===== config.mk =====
export PLATFORM = sky130hd
export DESIGN_NAME = rx_alarm_counter_config
export DESIGN_NICKNAME = d
export VERILOG_FILES = /design/src/inc/rx_alarm_pkg.sv /design/src/hw/rx_alarm_counter_config.sv
export SDC_FILE = /design/constraint.sdc
export NUM_CORES = 1
export LEC_CHECK = 0
export ABC_CLOCK_PERIOD_IN_PS = 10000
export BUFFER_PORTS_ARGS = -buffer_cell sky130_fd_sc_hd__clkbuf_2
export CAP_MARGIN = 20
export CORE_MARGIN = 2
export CORE_UTILIZATION = 63
export DETAILED_ROUTE_END_ITERATION = 12
export GPL_ROUTABILITY_DRIVEN = 0
export GPL_TIMING_DRIVEN = 0
export HOLD_SLACK_MARGIN = 0.08
export PLACE_DENSITY = 0.95
export REMOVE_ABC_BUFFERS = 1
export SLEW_MARGIN = 20
export SYNTH_ARGS = -nofsm -noshare
export SYNTH_HDL_FRONTEND = slang
export SYNTH_SLANG_ARGS = --single-unit

===== constraint.sdc =====
create_clock -name aclk -period 10 [get_ports aclk]
set_input_delay 1.5 -clock aclk [delete_from_list [all_inputs] [get_ports aclk]]
set_output_delay 1.5 -clock aclk [all_outputs]
set_load 0.02 [all_outputs]

===== src/inc/rx_alarm_pkg.sv =====
// Purpose: Shared constants and carriers for the receive alarm/counter configuration block
// Assumes: Register indices are word indices; byte address is four times the index
// Notes: Alarm option and latch bit positions and configuration reset values live here
package rx_alarm_pkg;
  // ****************************************
  // Register map
  // ****************************************
  localparam int ADDR_W = 10;
  localparam logic [7:0] IDX_LOOP_LEN = 8'h42;
  localparam logic [7:0] IDX_ACT_PAT = 8'h43;
  localparam logic [7:0] IDX_DEACT_PAT = 8'h44;
  localparam logic [7:0] IDX_RX_ALARM = 8'h45;
  localparam logic [7:0] IDX_LATCH = 8'h46;
  localparam logic [7:0] IDX_FRAME_ERROR_COUNT_LO = 8'h50;
  localparam logic [7:0] IDX_FRAME_ERROR_COUNT_HI = 8'h51;
  localparam logic [7:0] IDX_LCV_LO = 8'h54;
  localparam logic [7:0] IDX_LCV_HI = 8'h55;
  localparam logic [7:0] IDX_PERR_LO = 8'h58;
  localparam logic [7:0] IDX_PERR_HI = 8'h59;
  localparam logic [7:0] IDX_AEVT = 8'h5A;
  localparam logic [7:0] IDX_IRQ_EN = 8'h60;
  localparam logic [7:0] IDX_ERR_ISR = 8'h61;
  localparam logic [7:0] IDX_ALM_ISR = 8'h62;
  localparam logic [2:0][7:0] CNT_LO_IDX = {IDX_PERR_LO, IDX_LCV_LO, IDX_FRAME_ERROR_COUNT_LO};
  localparam logic [2:0][7:0] CNT_HI_IDX = {IDX_PERR_HI, IDX_LCV_HI, IDX_FRAME_ERROR_COUNT_HI};

  // ****************************************
  // Fields and reset values
  // ****************************************
  localparam int RA_FRAME_BIT = 5;
  localparam int RA_EXZ = 4;
  localparam int RA_YEL_INT = 3;
  localparam int RA_LOF_INT = 2;
  localparam int RA_FORCE_ONES = 0;
  localparam int LT_STOP = 3;
  localparam int LT_CNT = 2;
  localparam int LT_ERR = 1;
  localparam int LT_ALM = 0;
  localparam logic [7:0] PAT_MASK = 8'hFE;
  localparam logic [7:0] RX_ALARM_MASK = 8'h3D;
  localparam logic [7:0] LATCH_MASK = 8'h0F;
  localparam logic [7:0] LOOP_LEN_MASK = 8'h0F;
  localparam logic [7:0] IRQ_EN_MASK = 8'h77;
  localparam logic [7:0] REG_RESET = 8'h00;
  localparam logic [1:0] RESP_OKAY = 2'b00;
  localparam logic [1:0] RESP_SLVERR = 2'b10;

  // ****************************************
  // Timing
  // ****************************************
  localparam int CLK_HZ = 10_000_000;
  localparam int LOF_INTEG_MS = 2250;
  localparam int LOF_INTEG_CYC = int'((64'(LOF_INTEG_MS) * 64'(CLK_HZ)) / 64'd1000);
  localparam int LOF_TMR_W = 25;
  localparam logic [4:0] EXZ_SHORT = 5'h08;
  localparam logic [4:0] EXZ_LONG = 5'h10;
  localparam int CNT_W = 16;

  // ****************************************
  // Carriers
  // ****************************************
  typedef struct packed {
    logic t1_mode;
    logic one_second_tick;
    logic fas_error;
    logic frame_bit_error;
    logic bpv_event;
    logic line_bit;
    logic line_bit_valid;
    logic zero_substitution_setting;
    logic pattern_bit_error;
    logic raw_loss_of_frame;
    logic loss_of_signal_status;
    logic all_ones_alarm_status;
    logic frame_yellow_raw;
    logic frame_yellow_integ;
    logic mframe_yellow_raw;
    logic mframe_yellow_integ;
    logic rx_pcm_data;
  } rx_in_s;

  typedef struct packed {
    logic [6:0] activate_pattern;
    logic [6:0] activate_mask;
    logic [6:0] deactivate_pattern;
    logic [6:0] deactivate_mask;
    logic frame_bit_inclusion;
    logic frame_yellow_status;
    logic multiframe_yellow_status;
    logic loss_of_frame_status;
    logic counting_stopped;
    logic rx_pcm_output;
  } cfg_out_s;
endpackage


===== src/hw/rx_alarm_counter_config.sv =====
// Purpose: Receive loopback code, alarm option and error counter latch configuration with AXI4-Lite access
// Assumes: Event inputs come from framer logic on aclk; one_second_tick is a one-cycle enable
// Notes: Counters saturate; interrupt status is software visible only, no interrupt pin
//
// Overview of operation
// - Activate pattern: first bit at bit 7
// - Activate length selects leading bits compared
// - Deactivate pattern same order, own length
// - Length code 00..11 gives 4..7 bits
// - Frame-bit inclusion feeds frame errors, alignment
// - Excess zeros join line code count
// - Yellow integration selects integrated yellow status
// - T1 loss-of-frame integration over 2.25 s
// - Integration leaves raw event counts and count stop alone
// - Force ones replaces receive PCM output
// - Count stop freezes counters during alarms
// - Pattern and alarm event counters ignore stop
// - Latching snapshots counts on each one-second tick
// - Unlatched low read copies high, clears
// - E1 mode forces counter latching on
// - Error status rising edge, one-second hold
// - Alarm status transition, one-second hold
//
// Chosen here: register access over AXI4-Lite.
`timescale 1ns/1ps
module rx_alarm_counter_config #(
  parameter int unsigned LOF_INTEG_CYCLES = rx_alarm_pkg::LOF_INTEG_CYC
) (
  input wire logic aclk,
  input wire logic aresetn,
  input wire logic [rx_alarm_pkg::ADDR_W-1:0] awaddr,
  input wire logic awvalid,
  output logic awready,
  input wire logic [31:0] wdata,
  input wire logic [3:0] wstrb,
  input wire logic wvalid,
  output logic wready,
  output logic [1:0] bresp,
  output logic bvalid,
  input wire logic bready,
  input wire logic [rx_alarm_pkg::ADDR_W-1:0] araddr,
  input wire logic arvalid,
  output logic arready,
  output logic [31:0] rdata,
  output logic [1:0] rresp,
  output logic rvalid,
  input wire logic rready,
  input wire rx_alarm_pkg::rx_in_s rx_in,
  output rx_alarm_pkg::cfg_out_s status_out
);
  import rx_alarm_pkg::*;

  // ****************************************
  // Helpers
  // ****************************************
  function automatic logic [6:0] len_mask(input logic [1:0] len);
    case (len)
      2'b00: len_mask = 7'h78;
      2'b01: len_mask = 7'h7C;
      2'b10: len_mask = 7'h7E;
      default: len_mask = 7'h7F;
    endcase
  endfunction

  function automatic logic [CNT_W-1:0] sat_add(input logic [CNT_W-1:0] v, input logic [1:0] n);
    logic [CNT_W:0] s;
    s = {1'b0, v} + {{(CNT_W-1){1'b0}}, n};
    sat_add = s[CNT_W] ? {CNT_W{1'b1}} : s[CNT_W-1:0];
  endfunction

  function automatic logic mapped(input logic [7:0] idx);
    mapped = (idx >= IDX_LOOP_LEN && idx <= IDX_LATCH) || idx == IDX_FRAME_ERROR_COUNT_LO || idx == IDX_FRAME_ERROR_COUNT_HI ||
             idx == IDX_LCV_LO || idx == IDX_LCV_HI || idx == IDX_PERR_LO || idx == IDX_PERR_HI ||
             idx == IDX_AEVT || (idx >= IDX_IRQ_EN && idx <= IDX_ALM_ISR);
  endfunction

  // ****************************************
  // AXI4-Lite slave
  // ****************************************
  // Read side effects act at the address handshake, so rdata holds the value before any clear
  logic aw_have_q, w_have_q, awready_q, wready_q, bvalid_q, arready_q, rvalid_q;
  logic [ADDR_W-1:0] awaddr_q;
  logic [7:0] wbyte_q;
  logic wlane_q;
  logic [1:0] bresp_q, rresp_q;
  logic [31:0] rdata_q;
  logic [7:0] rd_byte;

  wire aw_hs = awvalid & awready_q;
  wire w_hs = wvalid & wready_q;
  wire ar_hs = arvalid & arready_q;
  wire do_wr = aw_have_q & w_have_q & ~bvalid_q;
  wire [7:0] widx = awaddr_q[ADDR_W-1:2];
  wire [7:0] ridx = araddr[ADDR_W-1:2];
  wire wr_en = do_wr & wlane_q;

  always_ff @(posedge aclk) begin
    if (!aresetn) begin
      aw_have_q <= 1'b0;
      w_have_q <= 1'b0;
      awready_q <= 1'b0;
      wready_q <= 1'b0;
      bvalid_q <= 1'b0;
      arready_q <= 1'b0;
      rvalid_q <= 1'b0;
      awaddr_q <= '0;
      wbyte_q <= 8'h00;
      wlane_q <= 1'b0;
      bresp_q <= RESP_OKAY;
      rresp_q <= RESP_OKAY;
      rdata_q <= 32'h0000_0000;
    end else begin
      if (aw_hs) begin
        aw_have_q <= 1'b1;
        awaddr_q <= awaddr;
      end else if (do_wr) begin
        aw_have_q <= 1'b0;
      end
      if (w_hs) begin
        w_have_q <= 1'b1;
        wbyte_q <= wdata[7:0];
        wlane_q <= wstrb[0];
      end else if (do_wr) begin
        w_have_q <= 1'b0;
      end
      awready_q <= ~(aw_hs | (aw_have_q & ~do_wr));
      wready_q <= ~(w_hs | (w_have_q & ~do_wr));
      if (do_wr) begin
        bvalid_q <= 1'b1;
        bresp_q <= mapped(widx) ? RESP_OKAY : RESP_SLVERR;
      end else if (bready) begin
        bvalid_q <= 1'b0;
      end
      arready_q <= ~(ar_hs | (rvalid_q & ~rready));
      if (ar_hs) begin
        rvalid_q <= 1'b1;
        rdata_q <= {24'h00_0000, rd_byte};
        rresp_q <= mapped(ridx) ? RESP_OKAY : RESP_SLVERR;
      end else if (rready) begin
        rvalid_q <= 1'b0;
      end
    end
  end

  assign awready = awready_q;
  assign wready = wready_q;
  assign bvalid = bvalid_q;
  assign bresp = bresp_q;
  assign arready = arready_q;
  assign rvalid = rvalid_q;
  assign rdata = rdata_q;
  assign rresp = rresp_q;

  // ****************************************
  // Configuration registers
  // ****************************************
  // Undefined bits are masked on write so they always read back as zero
  logic [7:0] loop_len_q, act_q, deact_q, rx_alarm_q, latch_q, irq_en_q;

  always_ff @(posedge aclk) begin
    if (!aresetn) begin
      loop_len_q <= REG_RESET;
      act_q <= REG_RESET;
      deact_q <= REG_RESET;
      rx_alarm_q <= REG_RESET;
      latch_q <= REG_RESET;
      irq_en_q <= REG_RESET;
    end else if (wr_en) begin
      case (widx)
        IDX_LOOP_LEN: loop_len_q <= wbyte_q & LOOP_LEN_MASK;
        IDX_ACT_PAT: act_q <= wbyte_q & PAT_MASK;
        IDX_DEACT_PAT: deact_q <= wbyte_q & PAT_MASK;
        IDX_RX_ALARM: rx_alarm_q <= wbyte_q & RX_ALARM_MASK;
        IDX_LATCH: latch_q <= wbyte_q & LATCH_MASK;
        IDX_IRQ_EN: irq_en_q <= wbyte_q & IRQ_EN_MASK;
        default: ;
      endcase
    end
  end

  wire tick = rx_in.one_second_tick;
  wire lat_cnt = latch_q[LT_CNT] | ~rx_in.t1_mode;
  wire [2:0] ie_err = irq_en_q[2:0];
  wire [2:0] ie_alm = irq_en_q[6:4];

  // ****************************************
  // Excess zero detector
  // ****************************************
  // Run restarts after each event, so a long zero run counts once per limit
  logic [4:0] zrun_q;
  logic exz_q;
  wire [4:0] exz_limit = rx_in.zero_substitution_setting ? EXZ_SHORT : EXZ_LONG;
  wire zrun_full = (zrun_q + 5'h01) == exz_limit;

  always_ff @(posedge aclk) begin
    if (!aresetn) begin
      zrun_q <= 5'h00;
      exz_q <= 1'b0;
    end else begin
      exz_q <= rx_in.line_bit_valid & ~rx_in.line_bit & zrun_full;
      if (rx_in.line_bit_valid) begin
        zrun_q <= (rx_in.line_bit | zrun_full) ? 5'h00 : zrun_q + 5'h01;
      end
    end
  end

  // ****************************************
  // Loss of frame integration
  // ****************************************
  // Timer restarts whenever raw returns to the reported state; short glitches never show
  logic lof_int_q;
  logic [LOF_TMR_W-1:0] lof_tmr_q;
  wire lof_raw = rx_in.raw_loss_of_frame;
  wire lof_done = lof_tmr_q == LOF_TMR_W'(LOF_INTEG_CYCLES - 1);

  always_ff @(posedge aclk) begin
    if (!aresetn) begin
      lof_int_q <= 1'b0;
      lof_tmr_q <= '0;
    end else if (lof_raw == lof_int_q) begin
      lof_tmr_q <= '0;
    end else if (lof_done) begin
      lof_int_q <= lof_raw;
      lof_tmr_q <= '0;
    end else begin
      lof_tmr_q <= lof_tmr_q + LOF_TMR_W'(1);
    end
  end

  wire lof_status = (rx_alarm_q[RA_LOF_INT] & rx_in.t1_mode) ? lof_int_q : lof_raw;
  wire fy_status = rx_alarm_q[RA_YEL_INT] ? rx_in.frame_yellow_integ : rx_in.frame_yellow_raw;
  wire mfy_status = rx_alarm_q[RA_YEL_INT] ? rx_in.mframe_yellow_integ : rx_in.mframe_yellow_raw;

  // ****************************************
  // Error counters
  // ****************************************
  // Stop uses the raw framer loss so integration cannot delay it
  wire stop = latch_q[LT_STOP] & (lof_raw | rx_in.loss_of_signal_status | rx_in.all_ones_alarm_status);
  wire fb_err = rx_alarm_q[RA_FRAME_BIT] & rx_in.frame_bit_error;
  wire lcv_exz = rx_alarm_q[RA_EXZ] & exz_q;
  wire [2:0][1:0] inc = {{1'b0, rx_in.pattern_bit_error},
                         {1'b0, rx_in.bpv_event} + {1'b0, lcv_exz},
                         {1'b0, rx_in.fas_error} + {1'b0, fb_err}};
  wire [2:0] run = {1'b1, ~stop, ~stop};
  wire [2:0] rd_lo, rd_hi;
  logic [2:0][CNT_W-1:0] cnt_q, hold_q;
  logic [2:0][7:0] msb_q;

  for (genvar k = 0; k < 3; k++) begin : g_cnt
    assign rd_lo[k] = ar_hs & ridx == CNT_LO_IDX[k];
    assign rd_hi[k] = ar_hs & ridx == CNT_HI_IDX[k];
    wire [1:0] add = run[k] ? inc[k] : 2'b00;
    wire [CNT_W-1:0] base = (tick & lat_cnt) ? '0 :
                            (rd_lo[k] & ~lat_cnt) ? {cnt_q[k][15:8], 8'h00} :
                            (rd_hi[k] & ~lat_cnt) ? {8'h00, cnt_q[k][7:0]} : cnt_q[k];
    always_ff @(posedge aclk) begin
      if (!aresetn) begin
        cnt_q[k] <= '0;
        hold_q[k] <= '0;
        msb_q[k] <= 8'h00;
      end else begin
        cnt_q[k] <= sat_add(base, add);
        if (tick & lat_cnt) begin
          hold_q[k] <= cnt_q[k];
        end
        if (rd_lo[k] & ~lat_cnt) begin
          msb_q[k] <= cnt_q[k][15:8];
        end else if (rd_hi[k] & ~lat_cnt) begin
          msb_q[k] <= 8'h00;
        end
      end
    end
  end

  // Alarm events come from raw loss of frame and are never stopped
  logic [7:0] aevt_q;
  logic lof_raw_q;
  wire rd_aevt = ar_hs & ridx == IDX_AEVT;
  wire aevt_inc = lof_raw & ~lof_raw_q;
  wire [7:0] aevt_base = rd_aevt ? 8'h00 : aevt_q;

  always_ff @(posedge aclk) begin
    if (!aresetn) begin
      aevt_q <= 8'h00;
      lof_raw_q <= 1'b0;
    end else begin
      lof_raw_q <= lof_raw;
      if (aevt_inc && aevt_base != 8'hFF) begin
        aevt_q <= aevt_base + 8'h01;
      end else begin
        aevt_q <= aevt_base;
      end
    end
  end

  // ****************************************
  // Interrupt status latching
  // ****************************************
  // Set wins over a clear in the same cycle so no event is lost
  logic [2:0] err_prev_q, alm_prev_q, err_isr_q, alm_isr_q;
  wire [2:0] err_now = {rx_in.pattern_bit_error, |inc[1], |inc[0]};
  wire [2:0] alm_now = {mfy_status, fy_status, lof_status};
  wire [2:0] err_rise = err_now & ~err_prev_q;
  wire [2:0] alm_edge = alm_now ^ alm_prev_q;
  wire rd_err = ar_hs & ridx == IDX_ERR_ISR;
  wire rd_alm = ar_hs & ridx == IDX_ALM_ISR;
  // Disabled bits with latching on are held one interval; read does not clear them
  wire [2:0] err_sec = ~ie_err & {3{latch_q[LT_ERR]}};
  wire [2:0] alm_sec = ~ie_alm & {3{latch_q[LT_ALM]}};
  wire [2:0] err_clr = ({3{tick}} & err_sec) | ({3{rd_err}} & ~err_sec);
  wire [2:0] alm_clr = ({3{tick}} & alm_sec) | ({3{rd_alm}} & ~alm_sec);

  always_ff @(posedge aclk) begin
    if (!aresetn) begin
      err_prev_q <= 3'h0;
      alm_prev_q <= 3'h0;
      err_isr_q <= 3'h0;
      alm_isr_q <= 3'h0;
    end else begin
      err_prev_q <= err_now;
      alm_prev_q <= alm_now;
      err_isr_q <= (err_isr_q & ~err_clr) | err_rise;
      alm_isr_q <= (alm_isr_q & ~alm_clr) | alm_edge;
    end
  end

  // ****************************************
  // Read mux
  // ****************************************
  always_comb begin
    case (ridx)
      IDX_LOOP_LEN: rd_byte = loop_len_q;
      IDX_ACT_PAT: rd_byte = act_q;
      IDX_DEACT_PAT: rd_byte = deact_q;
      IDX_RX_ALARM: rd_byte = rx_alarm_q;
      IDX_LATCH: rd_byte = latch_q;
      IDX_FRAME_ERROR_COUNT_LO: rd_byte = lat_cnt ? hold_q[0][7:0] : cnt_q[0][7:0];
      IDX_FRAME_ERROR_COUNT_HI: rd_byte = lat_cnt ? hold_q[0][15:8] : msb_q[0];
      IDX_LCV_LO: rd_byte = lat_cnt ? hold_q[1][7:0] : cnt_q[1][7:0];
      IDX_LCV_HI: rd_byte = lat_cnt ? hold_q[1][15:8] : msb_q[1];
      IDX_PERR_LO: rd_byte = lat_cnt ? hold_q[2][7:0] : cnt_q[2][7:0];
      IDX_PERR_HI: rd_byte = lat_cnt ? hold_q[2][15:8] : msb_q[2];
      IDX_AEVT: rd_byte = aevt_q;
      IDX_IRQ_EN: rd_byte = irq_en_q;
      IDX_ERR_ISR: rd_byte = {5'h00, err_isr_q};
      IDX_ALM_ISR: rd_byte = {5'h00, alm_isr_q};
      default: rd_byte = 8'h00;
    endcase
  end

  // ****************************************
  // Outputs to detectors and receive path
  // ****************************************
  cfg_out_s out_q;

  always_ff @(posedge aclk) begin
    if (!aresetn) begin
      out_q <= '0;
    end else begin
      out_q.activate_pattern <= act_q[7:1];
      out_q.activate_mask <= len_mask(loop_len_q[1:0]);
      out_q.deactivate_pattern <= deact_q[7:1];
      out_q.deactivate_mask <= len_mask(loop_len_q[3:2]);
      out_q.frame_bit_inclusion <= rx_alarm_q[RA_FRAME_BIT];
      out_q.frame_yellow_status <= fy_status;
      out_q.multiframe_yellow_status <= mfy_status;
      out_q.loss_of_frame_status <= lof_status;
      out_q.counting_stopped <= stop;
      out_q.rx_pcm_output <= rx_alarm_q[RA_FORCE_ONES] | rx_in.rx_pcm_data;
    end
  end

  assign status_out = out_q;
endmodule


==> results_dict.tcl <==
set metrics [dict create \
    layout_min_cycle_time_ns 4.92 \
    setup_tns_ns 0 \
    synth_adder_area_share 0.0162 \
    p_sw_frac 0.239 \
    final_common_cell "dfxtp_1" \
    wirelength_mm 34.0 \
    cts_root_buf "clkbuf_16" \
    synth_compound_area_frac 0.133 \
    synth_xor_area_frac 0.0476 \
    startpoint_type "input port" \
    worst_r2r_path_depth 13 \
    cts_buffers 26 \
    critPathCaptureType "register" \
    leakage_nw 5.19 \
    p_clk_frac 0.448 \
    criticalPathCategory "in -> reg" \
    reg2reg_to "cnt_q[26]" \
    r2r_setup_slack_ns 5.80 \
    grt_overflow 0 \
    max-slew-margin-rel 0.261 \
    maxSlewViolCount 0 \
    num_vias 11500 \
    synth-simple-area-share 0.259 \
    initial_core_util 0.642 \
    netlist_instances 1489 \
    drc 0 \
    fp.dieW_um 145 \
    required_ns 10.39 \
    port_buffers 97 \
    hold_slack_ns 0.439 \
    async_reset_ff_frac 0 \
    dp_hpwl_mm 22.0 \
    crit_fanout 27 \
    layout_common_cells "dfxtp_1 (264), nand2_1 (255), nor2_1 (156)" \
    drt_pass1_iterations 10 \
    holdPathEnd "lof_tmr_q[0]" \
    synthMuxAreaShare 0.0643 \
    top_level_ports 155 \
    grt_max_degree 102 \
    fin_crit_sh 0.492 \
    dieArea_um2 21000 \
    grt_setup_unrepaired "no" \
    synth_top_family_by_area "simple AND/OR/NAND/NOR gates" \
    die_h_um 145 \
    cts_tree "done" \
    grt_pass1_vias 11000 \
    yosysUniqueCellTypes 84 \
    drive_above_1_share 0.116 \
    p_comb_frac 0.063 \
    finish.utilization 0.706 \
    hold_class "reg -> reg" \
    clock-sinks 264 \
    pre_cts_slack_ns 4.72 \
    fp.coreArea_um2 19500 \
    postCtsSetupBuffers 0 \
    max-cap-violations 0 \
    peakVddDrop_v 0.000131 \
    synth-seq-cells 264 \
    clk_pin_slew_ns 0.06 \
    drtIter0Drc 1555 \
    gr-usage-all-layers 0.319 \
    cts_resized 0 \
    switchingPower_w 0.000526 \
    vias_per_cell 6.36 \
    antenna_cells 0 \
    ys_warn_count 0 \
    final_nets 1622 \
    synth.avg_cell_area_um2 8.40 \
    holdPathStages 1 \
    wl_per_cell_um 18.7 \
    hold_start "lof_tmr_q[0]" \
    rows 51 \
    antenna_found_initial 0 \
    syn_area_um2 12500 \
    worst_ep_arrival_time_ns 5.31 \
    area_growth_syn_to_layout_pct 9.86 \
    setup_ws_ns 5.08 \
    hold_viol 0 \
    intPower_w 0.00168 \
    register_area_um2 5290 \
    p_seq_frac 0.490 \
    fmax_mhz 203 \
    grt_pass1_wl_mm 53.7 \
    htree_num_levels 1 \
    cts_hold_buf 0 \
    worst_slew_pin_slew_ns 1.11 \
    finalSetupViolations 0 \
    insertion_delay_ns 0.54 \
    p_per_area_nw_per_um2 161 \
    fillerInstances 1285 \
    ys_seq_area_frac 0.423 \
    r2r_start "latch_q[2]" \
    drtAntennaViolNets 0 \
    cts_buffer_depth 3 \
    status "finished, final reports clean" \
    multiInputGateArea_um2 6610 \
    fin_worst_skew_ns 0.0176 \
    ys.flop_type "dfxtp_1" \
    synth_edf_count 0 \
]
## flip-flops by register name, summed over array words and instances (netlist names), 4 cells and up
register and flops:
deact_q 7, wbyte_q 8, zrun_q 5, loop_len_q 4, msb_q 24, latch_q 4
awaddr_q 8, hold_q 48, aevt_q 8, status_out 24, act_q 7, rx_alarm_q 5
cnt_q 48, rdata 8, lof_tmr_q 25, irq_en_q 6
## power by group through the flow
stage | registers, W | clock network, W | logic (W)
2_1_floorplan | 0.00110 | 0 | 0.0000747
3_3_place_gp | 0.00110 | 0 | 0.000126
3_5_place_dp | 0.00110 | 0 | 0.000132
4_1_cts | 0.00108 | 0.000983 | 0.000134
5_1_grt | 0.00108 | 0.00103 | 0.000148
6_report | 0.00108 | 0.000987 | 0.000138
## metal layers
layer,vias up,share of wire,GRT usage
li1,5177,-,-
met1,5342,0.37,0.379
met2,802,0.47,0.536
met3,192,0.11,0.0711
met4,0,0.057,0.173
met5,-,0,0
## cells in the mapped netlist, drive strengths merged (3+ instances only)
cell     instances  area [um^2]
ha              13          163
a311oi           4         35.0
o21ai           27          135
and3            29          181
a21oi          130          651
or3              7         43.8
nand3           47          240
a32o             3         30.0
nand2          256          961
buf             63          427
nand3b           4         30.0
nor4b            5         73.8
dfxtp          264         5290
nand4           24          156
a22oi           30          225
xor2            30          263
nor2b           12         75.1
a221oi           3         26.3
a21boi           3         22.5
xnor2           38          333
a32oi            6         52.6
a2111oi          4         60.1
inv             24         90.1
a31oi            7         43.8
and2            40          250
and4            18          158
o31ai            4         30.0
mux4             3         67.6
a221o            4         40.0
nand4b           3         26.3
mux2             9          105
nor4             5         58.8
nor2           159          609
nand2b          20          133
mux2i           63          631
a211oi           3         22.5
clkbuf          52          196
nor3            20          105
o211ai           4         30.0
o22ai            7         43.8
o21a             8         60.1
o2bb2ai          3         26.3
nor3b            5         42.5
## cell type report
type,count,area share
clock buffer,37,0.0548
clock inverter,10,0.00829
sequential,264,0.385
tap,265,0.0241
timing repair buffer,100,0.0394
inverter,24,0.00711
multi-input combinational,1111,0.482
## worst max-delay path: stages
cell      delay, ns
clkbuf_2       0.43
nor2b_1        0.75
and4_1         0.69
nor2_1         0.27
and2_1         0.25
ha_1           0.19
ha_1           0.21
and2_1         0.19
nor4b_4        0.16
and3_1         0.27
nand2_1        0.19
o21ai_0        0.18
## cell families (layout without fill, tap and decap cells)
group                      after synthesis  count (layout)
AOI/OAI and AO/OA                      264             264
xor gates and xnor gates                68              68
adders and majority gates               15              15
buffers and inverters                  139             171
DFF                                    264             264
muxes                                   75              75
other                                    1              26
and+or+nand+nor                        663             663
## metrics by stage
stage	area (um^2)	cells	power (W)
5_1_grt	13700	1811	0.00226
3_3_place_gp	12800	1761	0.00123
3_5_place_dp	12900	1764	0.00123
4_1_cts	13700	1811	0.00220
2_1_floorplan	12000	1399	0.00118
6_report	13700	1811	0.00220
## worst max path at each step
stage	endpoint	from	slack [ns]
after floorplan	lof_tmr_q[10]	aresetn	4.96
after global placement	lof_tmr_q[11]	aresetn	2.71
after detailed placement	cnt_q[42]	araddr[2]	4.72
after CTS	cnt_q[44]	araddr[2]	5.24
after global routing	cnt_q[44]	araddr[2]	4.96
final	cnt_q[44]	araddr[2]	5.08
Note: power is estimated with default switching activity, not from simulation.
